==> src/common/sems_pkg.sv <==
// Shared constants, types and helpers of the serial EEPROM master sequencer
package sems_pkg;

  localparam int CLK_HZ = 40_000_000;
  localparam int BUS_RATE_HZ = 100_000;
  localparam int QUARTER_CYCLES = CLK_HZ / (4 * BUS_RATE_HZ);
  localparam int TIMEOUT_MS = 30;
  localparam int TIMEOUT_CYCLES = (CLK_HZ / 1000) * TIMEOUT_MS;
  localparam int TMO_W = 21;
  localparam int QTR_W = 8;
  localparam int MW_ADDR_MAX = 11;
  localparam int MW_HEAD_BITS = 3;
  localparam int MW_DATA_BITS = 8;
  localparam int MW_FRAME_W = MW_HEAD_BITS + MW_ADDR_MAX + MW_DATA_BITS;
  localparam int BYTE_BITS = 8;

  localparam logic [3:0] CTRL_CODE = 4'ha;
  localparam logic [2:0] SEL_LOW = 3'h0;
  localparam logic DIR_READ = 1'b1;
  localparam logic DIR_WRITE = 1'b0;
  localparam logic [1:0] OP_READ = 2'h2;
  localparam logic [1:0] OP_WRITE = 2'h1;
  localparam logic [1:0] OP_ERASE = 2'h3;
  localparam logic [1:0] OP_MISC = 2'h0;
  localparam logic [1:0] SUB_ERASE_ALL_CMD = 2'h2;
  localparam logic [1:0] SUB_PROGRAM_DISABLE_CMD = 2'h0;
  localparam logic [1:0] SUB_PROGRAM_ENABLE_CMD = 2'h3;
  localparam logic [1:0] SUB_WRITE_ALL_CMD = 2'h1;
  localparam logic [1:0] STRAP_RESERVED = 2'h3;
  localparam logic [3:0] AW_SMALL = 4'h7;
  localparam logic [3:0] AW_MID = 4'h9;
  localparam logic [3:0] AW_LARGE = 4'hb;
  localparam logic SYNC_RST_LEVEL = 1'b1;
  localparam int SYNC_LAT_CYCLES = 5; // Pin change to synchroniser output, with margin

  typedef enum logic [2:0] {
    CMD_READ = 3'h0,
    CMD_WRITE = 3'h1,
    CMD_ERASE = 3'h2,
    CMD_ERASE_ALL_CMD = 3'h3,
    CMD_PROGRAM_DISABLE_CMD = 3'h4,
    CMD_PROGRAM_ENABLE_CMD = 3'h5,
    CMD_WRITE_ALL_CMD = 3'h6,
    CMD_LOAD = 3'h7
  } sems_cmd_e;

  typedef enum logic [2:0] {
    ST_IDLE = 3'h0,
    ST_I_START = 3'h1,
    ST_I_BYTE = 3'h2,
    ST_I_STOP = 3'h3,
    ST_M_SHIFT = 3'h4,
    ST_M_GAP = 3'h5,
    ST_M_STATUS = 3'h6,
    ST_FINISH = 3'h7
  } sems_state_e;

  typedef enum logic [2:0] {
    STEP_CTRL_W = 3'h0,
    STEP_ADDR_HI = 3'h1,
    STEP_ADDR_LO = 3'h2,
    STEP_CTRL_R = 3'h3,
    STEP_DATA = 3'h4,
    STEP_POLL = 3'h5,
    STEP_FIN = 3'h6,
    STEP_RX = 3'h7
  } sems_step_e;

  typedef struct packed {
    sems_state_e state;
    sems_step_e step;
    sems_cmd_e cmd;
    logic two_byte;
    logic [3:0] aw;
    logic [1:0] q;
    logic [QTR_W-1:0] tick;
    logic [TMO_W-1:0] hold;
    logic [TMO_W-1:0] tmo;
    logic [3:0] bitn;
    logic [7:0] shreg;
    logic [7:0] remain;
    logic [4:0] mw_left;
    logic [MW_FRAME_W-1:0] frame;
    logic [15:0] addr;
    logic [7:0] wdata;
    logic busy;
    logic done;
    logic flag;
    logic rvalid;
    logic [7:0] rdata;
    logic od_level;
    logic scl_oe;
    logic sda_oe;
    logic cs;
    logic sk;
    logic di;
  } sems_core_s;

  localparam sems_core_s CORE_RST = '0;

  // Address width from the size strap
  function automatic logic [3:0] addr_width(input logic [1:0] strap);
    case (strap)
      2'h0: addr_width = AW_SMALL;
      2'h1: addr_width = AW_MID;
      2'h2: addr_width = AW_LARGE;
      default: addr_width = 4'h0;
    endcase
  endfunction : addr_width

  // Commands carrying a data byte in either direction
  function automatic logic has_data(input sems_cmd_e cmd);
    has_data = (cmd == CMD_READ) || (cmd == CMD_WRITE) || (cmd == CMD_WRITE_ALL_CMD);
  endfunction : has_data

  // Commands answered with ready/busy
  function automatic logic has_status(input sems_cmd_e cmd);
    has_status = (cmd == CMD_ERASE) || (cmd == CMD_ERASE_ALL_CMD) || (cmd == CMD_WRITE) ||
                 (cmd == CMD_WRITE_ALL_CMD);
  endfunction : has_status

  // Clocks per three-wire frame
  function automatic logic [4:0] mw_clocks(input sems_cmd_e cmd, input logic [3:0] aw);
    mw_clocks = 5'(MW_HEAD_BITS) + 5'(aw) + (has_data(cmd) ? 5'(MW_DATA_BITS) : 5'h00);
  endfunction : mw_clocks

  // Left-aligned three-wire frame: start, opcode, address, data
  function automatic logic [MW_FRAME_W-1:0] mw_frame(input sems_cmd_e cmd,
                                                     input logic [3:0] aw,
                                                     input logic [10:0] addr,
                                                     input logic [7:0] data);
    logic [1:0] op;
    logic [10:0] fld;
    logic [3:0] sh;
    sh = 4'(MW_ADDR_MAX) - aw;
    fld = addr << sh;
    op = OP_MISC;
    case (cmd)
      CMD_READ: op = OP_READ;
      CMD_WRITE: op = OP_WRITE;
      CMD_ERASE: op = OP_ERASE;
      CMD_ERASE_ALL_CMD: fld = {SUB_ERASE_ALL_CMD, 9'h000};
      CMD_PROGRAM_DISABLE_CMD: fld = {SUB_PROGRAM_DISABLE_CMD, 9'h000};
      CMD_PROGRAM_ENABLE_CMD: fld = {SUB_PROGRAM_ENABLE_CMD, 9'h000};
      CMD_WRITE_ALL_CMD: fld = {SUB_WRITE_ALL_CMD, 9'h000};
      default: op = OP_MISC;
    endcase
    mw_frame = {1'b1, op, fld, 8'h00} | (MW_FRAME_W'(data) << sh);
  endfunction : mw_frame

endpackage : sems_pkg

==> src/logic/sems_pin_sync.sv <==
// Three-stage pin synchroniser with agreement filter
module sems_pin_sync #(
  parameter int WIDTH = 3
) (
  input logic clk,
  input logic srst,
  input logic [WIDTH-1:0] din,
  output logic [WIDTH-1:0] dout
);

  typedef struct packed {
    logic [WIDTH-1:0] s1;
    logic [WIDTH-1:0] s2;
    logic [WIDTH-1:0] s3;
    logic [WIDTH-1:0] q;
  } sems_sync_s;

  sems_sync_s r;
  sems_sync_s n;

  // Shift chain; output follows only when stages two and three agree
  always_comb begin
    n = r;
    n.s1 = din;
    n.s2 = r.s1;
    n.s3 = r.s2;
    for (int i = 0; i < WIDTH; i++) begin
      if (r.s2[i] == r.s3[i]) begin
        n.q[i] = r.s3[i];
      end
    end
  end

  always_ff @(posedge clk) begin
    if (srst) begin
      r <= {4 * WIDTH{sems_pkg::SYNC_RST_LEVEL}};
    end else begin
      r <= n;
    end
  end

  assign dout = r.q;

endmodule : sems_pin_sync

==> src/logic/sems_top.sv <==
// Serial EEPROM master sequencer for two-wire and three-wire memories
module sems_top #(
  parameter int TIMEOUT_CYCLES = sems_pkg::TIMEOUT_CYCLES,
  parameter int QUARTER_CYCLES = sems_pkg::QUARTER_CYCLES
) (
  input logic clk,
  input logic srst,
  input logic cmd_start,
  input sems_pkg::sems_cmd_e cmd_code,
  input logic three_wire_mode,
  input logic [1:0] size_strap,
  input logic [15:0] target_location_field,
  input logic [7:0] write_data,
  input logic [7:0] load_count,
  input logic timeout_clear,
  output logic busy,
  output logic cmd_done,
  output logic ack_timeout_flag,
  output logic [7:0] read_data,
  output logic read_valid,
  input logic scl_in,
  output logic scl_out,
  output logic scl_oe,
  input logic sda_in,
  output logic sda_out,
  output logic sda_oe,
  output logic mw_cs,
  output logic mw_sk,
  output logic mw_di,
  input logic mw_do
);

  localparam int TW = sems_pkg::TMO_W;
  localparam int QW = sems_pkg::QTR_W;
  localparam logic [TW-1:0] TMO_LAST = TW'(TIMEOUT_CYCLES - 1);
  localparam logic [QW-1:0] QTR_LAST = QW'(QUARTER_CYCLES - 1);

  // Refuse counts the counters cannot hold
  if (TIMEOUT_CYCLES < 1 || TIMEOUT_CYCLES >= (1 << TW)) begin : g_bad_tmo
    $error("TIMEOUT_CYCLES out of range");
  end
  if (QUARTER_CYCLES < 2 || QUARTER_CYCLES >= (1 << QW)) begin : g_bad_qtr
    $error("QUARTER_CYCLES out of range");
  end

  sems_pkg::sems_core_s r;
  sems_pkg::sems_core_s n;
  logic [2:0] pins_s;
  logic scl_s;
  logic sda_s;
  logic do_s;
  logic qend;
  logic stretch;
  logic tmo_out;
  logic [2:0] sel_bits;

  // Pin inputs cross into the clock domain
  sems_pin_sync #(
    .WIDTH(3)
  ) u_sync (
    .clk(clk),
    .srst(srst),
    .din({scl_in, sda_in, mw_do}),
    .dout(pins_s)
  );

  assign scl_s = pins_s[2];
  assign sda_s = pins_s[1];
  assign do_s = pins_s[0];
  assign qend = r.tick == QTR_LAST;
  // Clock released by us but still held low by the memory
  assign stretch = !r.scl_oe && !scl_s && (r.state inside {sems_pkg::ST_I_START,
                   sems_pkg::ST_I_BYTE, sems_pkg::ST_I_STOP});
  assign tmo_out = r.tmo >= TMO_LAST;
  // Select bits follow address 10..8 only with one address byte
  assign sel_bits = r.two_byte ? sems_pkg::SEL_LOW : r.addr[10:8];

  // Next-state logic of the whole sequencer
  always_comb begin
    logic adv;
    logic set_flag;
    logic rx;
    adv = 1'b0;
    set_flag = 1'b0;
    rx = r.step == sems_pkg::STEP_RX;
    n = r;
    n.done = 1'b0;
    n.rvalid = 1'b0;
    n.od_level = 1'b0;
    // Quarter-bit timing with clock-stretch watch
    if (r.state != sems_pkg::ST_IDLE && r.state != sems_pkg::ST_FINISH) begin
      if (!qend) begin
        n.tick = r.tick + 1'b1;
      end else if (stretch) begin
        n.hold = r.hold + 1'b1;
        if (r.hold >= TMO_LAST) begin
          set_flag = 1'b1;
          n.state = sems_pkg::ST_FINISH;
        end
      end else begin
        n.tick = '0;
        n.hold = '0;
        n.q = r.q + 2'h1;
        adv = 1'b1;
      end
    end
    // Completion wait timer for polling and ready/busy
    if ((r.step == sems_pkg::STEP_POLL && r.state != sems_pkg::ST_FINISH) ||
        r.state == sems_pkg::ST_M_STATUS) begin
      n.tmo = r.tmo + 1'b1;
    end
    case (r.state)
      sems_pkg::ST_IDLE: begin
        if (cmd_start) begin
          n.busy = 1'b1;
          n.cmd = cmd_code;
          n.addr = target_location_field;
          n.wdata = write_data;
          n.aw = sems_pkg::addr_width(size_strap);
          n.two_byte = size_strap[0];
          n.tick = '0;
          n.q = 2'h0;
          n.hold = '0;
          n.tmo = '0;
          n.step = sems_pkg::STEP_CTRL_W;
          n.state = sems_pkg::ST_FINISH;
          if (three_wire_mode) begin
            if (size_strap != sems_pkg::STRAP_RESERVED && cmd_code != sems_pkg::CMD_LOAD) begin
              n.frame = sems_pkg::mw_frame(cmd_code, sems_pkg::addr_width(size_strap),
                                           target_location_field[10:0], write_data);
              n.mw_left = sems_pkg::mw_clocks(cmd_code, sems_pkg::addr_width(size_strap));
              n.cs = 1'b1;
              n.state = sems_pkg::ST_M_SHIFT;
            end
          end else if (cmd_code inside {sems_pkg::CMD_READ, sems_pkg::CMD_WRITE,
                                        sems_pkg::CMD_LOAD}) begin
            // Loader fetch is one sequential read of load_count bytes, or of one byte when load_count is zero
            n.remain = (cmd_code == sems_pkg::CMD_LOAD && load_count != 8'h00) ?
                       load_count : 8'h01;
            n.state = sems_pkg::ST_I_START;
          end
        end
      end
      sems_pkg::ST_I_START: begin
        if (adv) begin
          case (r.q)
            2'h0: n.sda_oe = 1'b0;
            2'h1: n.scl_oe = 1'b0;
            2'h2: n.sda_oe = 1'b1;
            default: begin
              n.scl_oe = 1'b1;
              n.bitn = 4'h0;
              n.state = sems_pkg::ST_I_BYTE;
              case (r.step)
                sems_pkg::STEP_FIN: n.state = sems_pkg::ST_I_STOP;
                sems_pkg::STEP_CTRL_R: n.shreg = {sems_pkg::CTRL_CODE, sel_bits,
                                                  sems_pkg::DIR_READ};
                sems_pkg::STEP_POLL: n.shreg = {sems_pkg::CTRL_CODE, sems_pkg::SEL_LOW,
                                                sems_pkg::DIR_WRITE};
                default: n.shreg = {sems_pkg::CTRL_CODE, sel_bits, sems_pkg::DIR_WRITE};
              endcase
            end
          endcase
        end
      end
      sems_pkg::ST_I_BYTE: begin
        if (adv) begin
          case (r.q)
            2'h0: begin
              if (r.bitn < 4'(sems_pkg::BYTE_BITS)) begin
                n.sda_oe = rx ? 1'b0 : !r.shreg[7];
              end else begin
                n.sda_oe = rx && (r.remain > 8'h01);
              end
            end
            2'h1: n.scl_oe = 1'b0;
            2'h2: n.scl_oe = 1'b0;
            default: begin
              n.scl_oe = 1'b1;
              n.bitn = r.bitn + 4'h1;
              if (r.bitn < 4'(sems_pkg::BYTE_BITS)) begin
                n.shreg = {r.shreg[6:0], sda_s};
              end else if (rx) begin
                n.rdata = r.shreg;
                n.rvalid = 1'b1;
                n.remain = r.remain - 8'h01;
                n.bitn = 4'h0;
                if (r.remain <= 8'h01) begin
                  n.state = sems_pkg::ST_I_STOP;
                end
              end else if (sda_s) begin
                n.step = sems_pkg::STEP_FIN;
                n.state = sems_pkg::ST_I_STOP;
                if (r.step == sems_pkg::STEP_POLL) begin
                  if (tmo_out) begin
                    set_flag = 1'b1;
                  end else begin
                    n.step = sems_pkg::STEP_POLL;
                    n.state = sems_pkg::ST_I_START;
                  end
                end else begin
                  set_flag = 1'b1;
                end
              end else begin
                n.bitn = 4'h0;
                case (r.step)
                  sems_pkg::STEP_CTRL_W: begin
                    n.step = r.two_byte ? sems_pkg::STEP_ADDR_HI : sems_pkg::STEP_ADDR_LO;
                    n.shreg = r.two_byte ? r.addr[15:8] : r.addr[7:0];
                  end
                  sems_pkg::STEP_ADDR_HI: begin
                    n.step = sems_pkg::STEP_ADDR_LO;
                    n.shreg = r.addr[7:0];
                  end
                  sems_pkg::STEP_ADDR_LO: begin
                    if (r.cmd == sems_pkg::CMD_WRITE) begin
                      n.step = sems_pkg::STEP_DATA;
                      n.shreg = r.wdata;
                    end else begin
                      n.step = sems_pkg::STEP_CTRL_R;
                      n.state = sems_pkg::ST_I_START;
                    end
                  end
                  sems_pkg::STEP_CTRL_R: n.step = sems_pkg::STEP_RX;
                  sems_pkg::STEP_DATA: n.state = sems_pkg::ST_I_STOP;
                  default: begin
                    n.step = sems_pkg::STEP_FIN;
                    n.state = sems_pkg::ST_I_START;
                  end
                endcase
              end
            end
          endcase
        end
      end
      sems_pkg::ST_I_STOP: begin
        if (adv) begin
          case (r.q)
            2'h0: n.sda_oe = 1'b1;
            2'h1: n.scl_oe = 1'b0;
            2'h2: n.sda_oe = 1'b0;
            default: begin
              if (r.step == sems_pkg::STEP_DATA) begin
                n.step = sems_pkg::STEP_POLL;
                n.tmo = '0;
                n.state = sems_pkg::ST_I_START;
              end else begin
                n.state = sems_pkg::ST_FINISH;
              end
            end
          endcase
        end
      end
      sems_pkg::ST_M_SHIFT: begin
        if (adv) begin
          case (r.q)
            2'h0: n.di = r.frame[sems_pkg::MW_FRAME_W-1];
            2'h1: n.sk = 1'b1;
            2'h2: n.sk = 1'b1;
            default: begin
              n.sk = 1'b0;
              n.rdata = {r.rdata[6:0], do_s};
              n.frame = r.frame << 1;
              n.mw_left = r.mw_left - 5'h01;
              if (r.mw_left <= 5'h01) begin
                n.di = 1'b0;
                n.cs = 1'b0;
                n.rvalid = r.cmd == sems_pkg::CMD_READ;
                n.state = sems_pkg::has_status(r.cmd) ? sems_pkg::ST_M_GAP :
                          sems_pkg::ST_FINISH;
              end
            end
          endcase
        end
      end
      sems_pkg::ST_M_GAP: begin
        if (adv) begin
          n.cs = 1'b1;
          n.tmo = '0;
          n.state = sems_pkg::ST_M_STATUS;
        end
      end
      sems_pkg::ST_M_STATUS: begin
        // Ignore the line until the re-selected level has crossed the synchroniser
        if (adv && do_s && r.tmo >= TW'(sems_pkg::SYNC_LAT_CYCLES)) begin
          n.cs = 1'b0;
          n.state = sems_pkg::ST_FINISH;
        end else if (adv && tmo_out) begin
          set_flag = 1'b1;
          n.cs = 1'b0;
          n.state = sems_pkg::ST_FINISH;
        end
      end
      default: begin
        n.busy = 1'b0;
        n.done = 1'b1;
        n.scl_oe = 1'b0;
        n.sda_oe = 1'b0;
        n.cs = 1'b0;
        n.sk = 1'b0;
        n.di = 1'b0;
        n.step = sems_pkg::STEP_CTRL_W;
        n.state = sems_pkg::ST_IDLE;
      end
    endcase
    // Sticky timeout flag; a new event beats the clear
    n.flag = set_flag || (r.flag && !timeout_clear);
  end

  always_ff @(posedge clk) begin
    if (srst) begin
      r <= sems_pkg::CORE_RST;
    end else begin
      r <= n;
    end
  end

  // Outputs straight from the state register
  assign busy = r.busy;
  assign cmd_done = r.done;
  assign ack_timeout_flag = r.flag;
  assign read_data = r.rdata;
  assign read_valid = r.rvalid;
  assign scl_out = r.od_level;
  assign sda_out = r.od_level;
  assign scl_oe = r.scl_oe;
  assign sda_oe = r.sda_oe;
  assign mw_cs = r.cs;
  assign mw_sk = r.sk;
  assign mw_di = r.di;

endmodule : sems_top

==> config.mk <==
export PLATFORM = sky130hd
export DESIGN_NAME = sems_top
export DESIGN_NICKNAME = d
export VERILOG_FILES = /design/src/common/sems_pkg.sv /design/src/logic/sems_pin_sync.sv /design/src/logic/sems_top.sv
export SDC_FILE = /design/constraint.sdc
export NUM_CORES = 1
export LEC_CHECK = 0
export BUFFER_PORTS_ARGS = -buffer_cell sky130_fd_sc_hd__buf_2
export CAP_MARGIN = 20
export CORE_MARGIN = 2
export CORE_UTILIZATION = 61
export CTS_CLUSTER_SIZE = 25
export DETAILED_ROUTE_END_ITERATION = 8
export HOLD_SLACK_MARGIN = 0.05
export PLACE_DENSITY = 0.89
export SLEW_MARGIN = 40
export SYNTH_ARGS = -nofsm -noshare
export SYNTH_HDL_FRONTEND = slang
export SYNTH_SLANG_ARGS = --single-unit
==> constraint.sdc <==
create_clock -name clk -period 2.9 [get_ports clk]
set_input_delay 0.145 -clock clk [delete_from_list [all_inputs] [get_ports clk]]
set_output_delay 0.145 -clock clk [all_outputs]
set_load 0.05 [all_outputs]
==> run summary <==
Status -> complete, no violations
YS warnings -> 0
All-Layer GR Usage -> 0.303
Top cells by count, synth -> dfxtp_1, nor2_1, nand2_1
Post-Place Cell Area -> 9820 µm²
CTS root buffer -> clkbuf_16
Final Instance Area -> 10800 µm²
Final non-filler cell total -> 1457
I/O pin count -> 64
CTS Buffer Depth -> 2
Initial antenna violation count -> 0
Fillers -> 1174
Critical Path RT -> 3180 ps
Pre-CTS setup slack -> 360 ps
Worst-path maximum fanout -> 14
Post-CTS Setup Bufs -> 0
Post-synth top area cell -> dfxtp_1
Met1 GRT Util -> 0.408
Total power draw -> 5.65 mW
Period minus WS final -> 2720 ps
First-pass GRT wire length -> 40.6 mm
EDFF count, synth -> 0
Most used routing layer -> met2
RePlAce Congestion -> 0.966
Routed via count -> 9358
Port buffer count -> 61
Dpl hpwl -> 17.1 mm
Initial DRC count -> 1069
Worst-Skew Late Latency -> 430 ps
Max H-tree Level -> 4
CP startpoint kind -> input pin
Post-CTS sizing -> 0
Core ar. -> 15100 µm²
Chip Height -> 128 µm
Final #Nets -> 1322
Most common cell in the netlist -> dfxtp_1
Dpl cells -> 1395
Die width -> 128 µm
#FFs+latches synth -> 162
Crit path kind -> in -> reg
Worst Max-Slew Pin Slew -> 805 ps
Drt wl/cell -> 17.1 µm
Pin count of the biggest net entering global routing -> 80
CTS tree -> yes
Share of cells above drive strength 1 -> 0.136
Mapped Cells -> 1200
Total Wirelength -> 24.9 mm
Clk sinks -> 162
Full die area -> 16400 µm²
Via/cell ratio -> 6.42
Hold Crit Class -> in -> reg
Setup total negative slack -> 0 ps
Highest clock rate -> 368 MHz
Count of different cell masters after synthesis -> 83
Setup WS post-layout -> 183 ps
Main flop type after synthesis -> dfxtp_1
Post-Syn Area -> 9420 µm²
Global route overflow -> 0
Static Leak -> 3.94 nW
Post-cts hold buffer count -> 31
Synth top area share -> 0.344
Seq/Total Area, Yosys -> 0.344
Peak VDD IR -> 0.457 mV
Final Cycle Share -> 0.937
PD cells -> 526 nW/µm²
CTS buffer count -> 17
Met3 GRT Util -> 0.0710
Initial Util -> 0.622
Share of flip-flops with an asynchronous set or reset -> 0
Final setup violating endpoints -> 0
CP Data Arrival Time -> 3000 ps
Grt met2 use -> 0.486
Rel. slew slack -> 0.463
DRT Pass-1 Iters -> 5
RSZ-0062 raised after global routing -> false
Synth top area cells -> dfxtp_1, nor2_1, nand2_1, a21oi_1, nand3_1
Avg Inst Size Synth -> 7.85 µm²
Final ANT Viol Nets -> 0
Final clock skew -> 9.21 ps
Core Rows -> 45
N_diodes -> 0
Final Hold Fails -> 0
Area grow syn2layout -> 14.2%
Clock slew at reported path FFs -> 60 ps
# DRC -> 0
Vias in the first global route -> 8373
Maxcap violations -> 0
Endpoint type of the worst setup path -> register
Max Slew Vio Count -> 0
through the flow:
stage / utilization / hold slack, ps
after floorplan: - / 249
after global placement: 0.648 / 328
after detailed placement: 0.648 / 332
after CTS: 0.710 / 54.1
after global routing: 0.710 / 76.4
final: 0.710 / 61.7
cells in the final DEF (no fill, tap or decap), drive strengths merged, types with 16 or more instances in the layout:
cell	instances
xor2	25
nor3	31
inv	26
nand3	52
xnor2	22
ha	20
nand2b	19
buf	94
dlygate4sd3	31
nor2b	21
dfxtp	162
a22oi	17
nand2	136
mux2i	16
a211oi	25
o21ai	57
a21oi	94
nor2	149
clkbuf	18
worst max-delay path: stages:
cell and delay [ps]:
dlygate4sd3_1 550, buf_2 170, inv_1 100, ha_1 610, nor2b_1 100, mux4_2 550, a21oi_1 170, nor2_1 60
a2111oi_0 440, nor3_1 100
power by group:
group	switching, mW	leakage [nW]	internal [mW]
Combinational	0.561	2.32	0.339
Sequential	0.0783	1.31	2.31
Clock	0.910	0.306	1.46
Total	1.55	3.94	4.10
cell type report:
class                   instances  area, µm²  share of cell area
multi-input cells             926       5690               0.529
clock buffers                  18        439              0.0408
repair buffers                125        866              0.0805
well taps                     188        235              0.0219
flip-flops and latches        162       3240               0.302
inverters                      25       93.8             0.00873
clock inverters                13        183              0.0170
registers in the layout, indices dropped and copies added, names as in the netlist:
| signal | cells |
|---|---|
| r | 133 |
| scl_oe | 1 |
| busy | 1 |
| u_sync.dout | 3 |
| u_sync.n | 6 |
| read_valid | 1 |
| mw_cs | 1 |
| ack_timeout_flag | 1 |
| read_data | 8 |
| sda_oe | 1 |
| mw_sk | 1 |
| cmd_done | 1 |
| mw_di | 1 |
| u_sync.r | 3 |
cell families after synthesis:
| logic type | after synthesis | synth area share |
|---|---|---|
| fa+ha+maj | 21 | 0.0276 |
| simple gates | 510 | 0.268 |
| compound gates | 323 | 0.235 |
| xor+xnor | 47 | 0.0437 |
| buf+inv | 113 | 0.0523 |
| other cells | 1 | 0.000398 |
| mux | 23 | 0.0290 |
| flops | 162 | 0.344 |
routing by layer:
layer	wire length, µm	up-vias
met5	0	-
met4	584	0
met3	2040	69
met2	11300	437
met1	11000	4403
li1	-	4449
final timing paths:
kind,from,to,slack (ps),cells after the start
worst max register to register,r[131]$_SDFF_PP0_,r[78]$_SDFFE_PP0P_,260,7
worst max-delay path,size_strap[0],r[59]$_SDFFE_PP0P_,180,10
worst min register to register,u_sync.n[8]$_SDFF_PP1_,u_sync.n[5]$_SDFF_PP1_,400,1
worst min-delay path,load_count[5],r[74]$_SDFFE_PP0P_,60,3
Note: power is estimated with default switching activity, not from simulation.
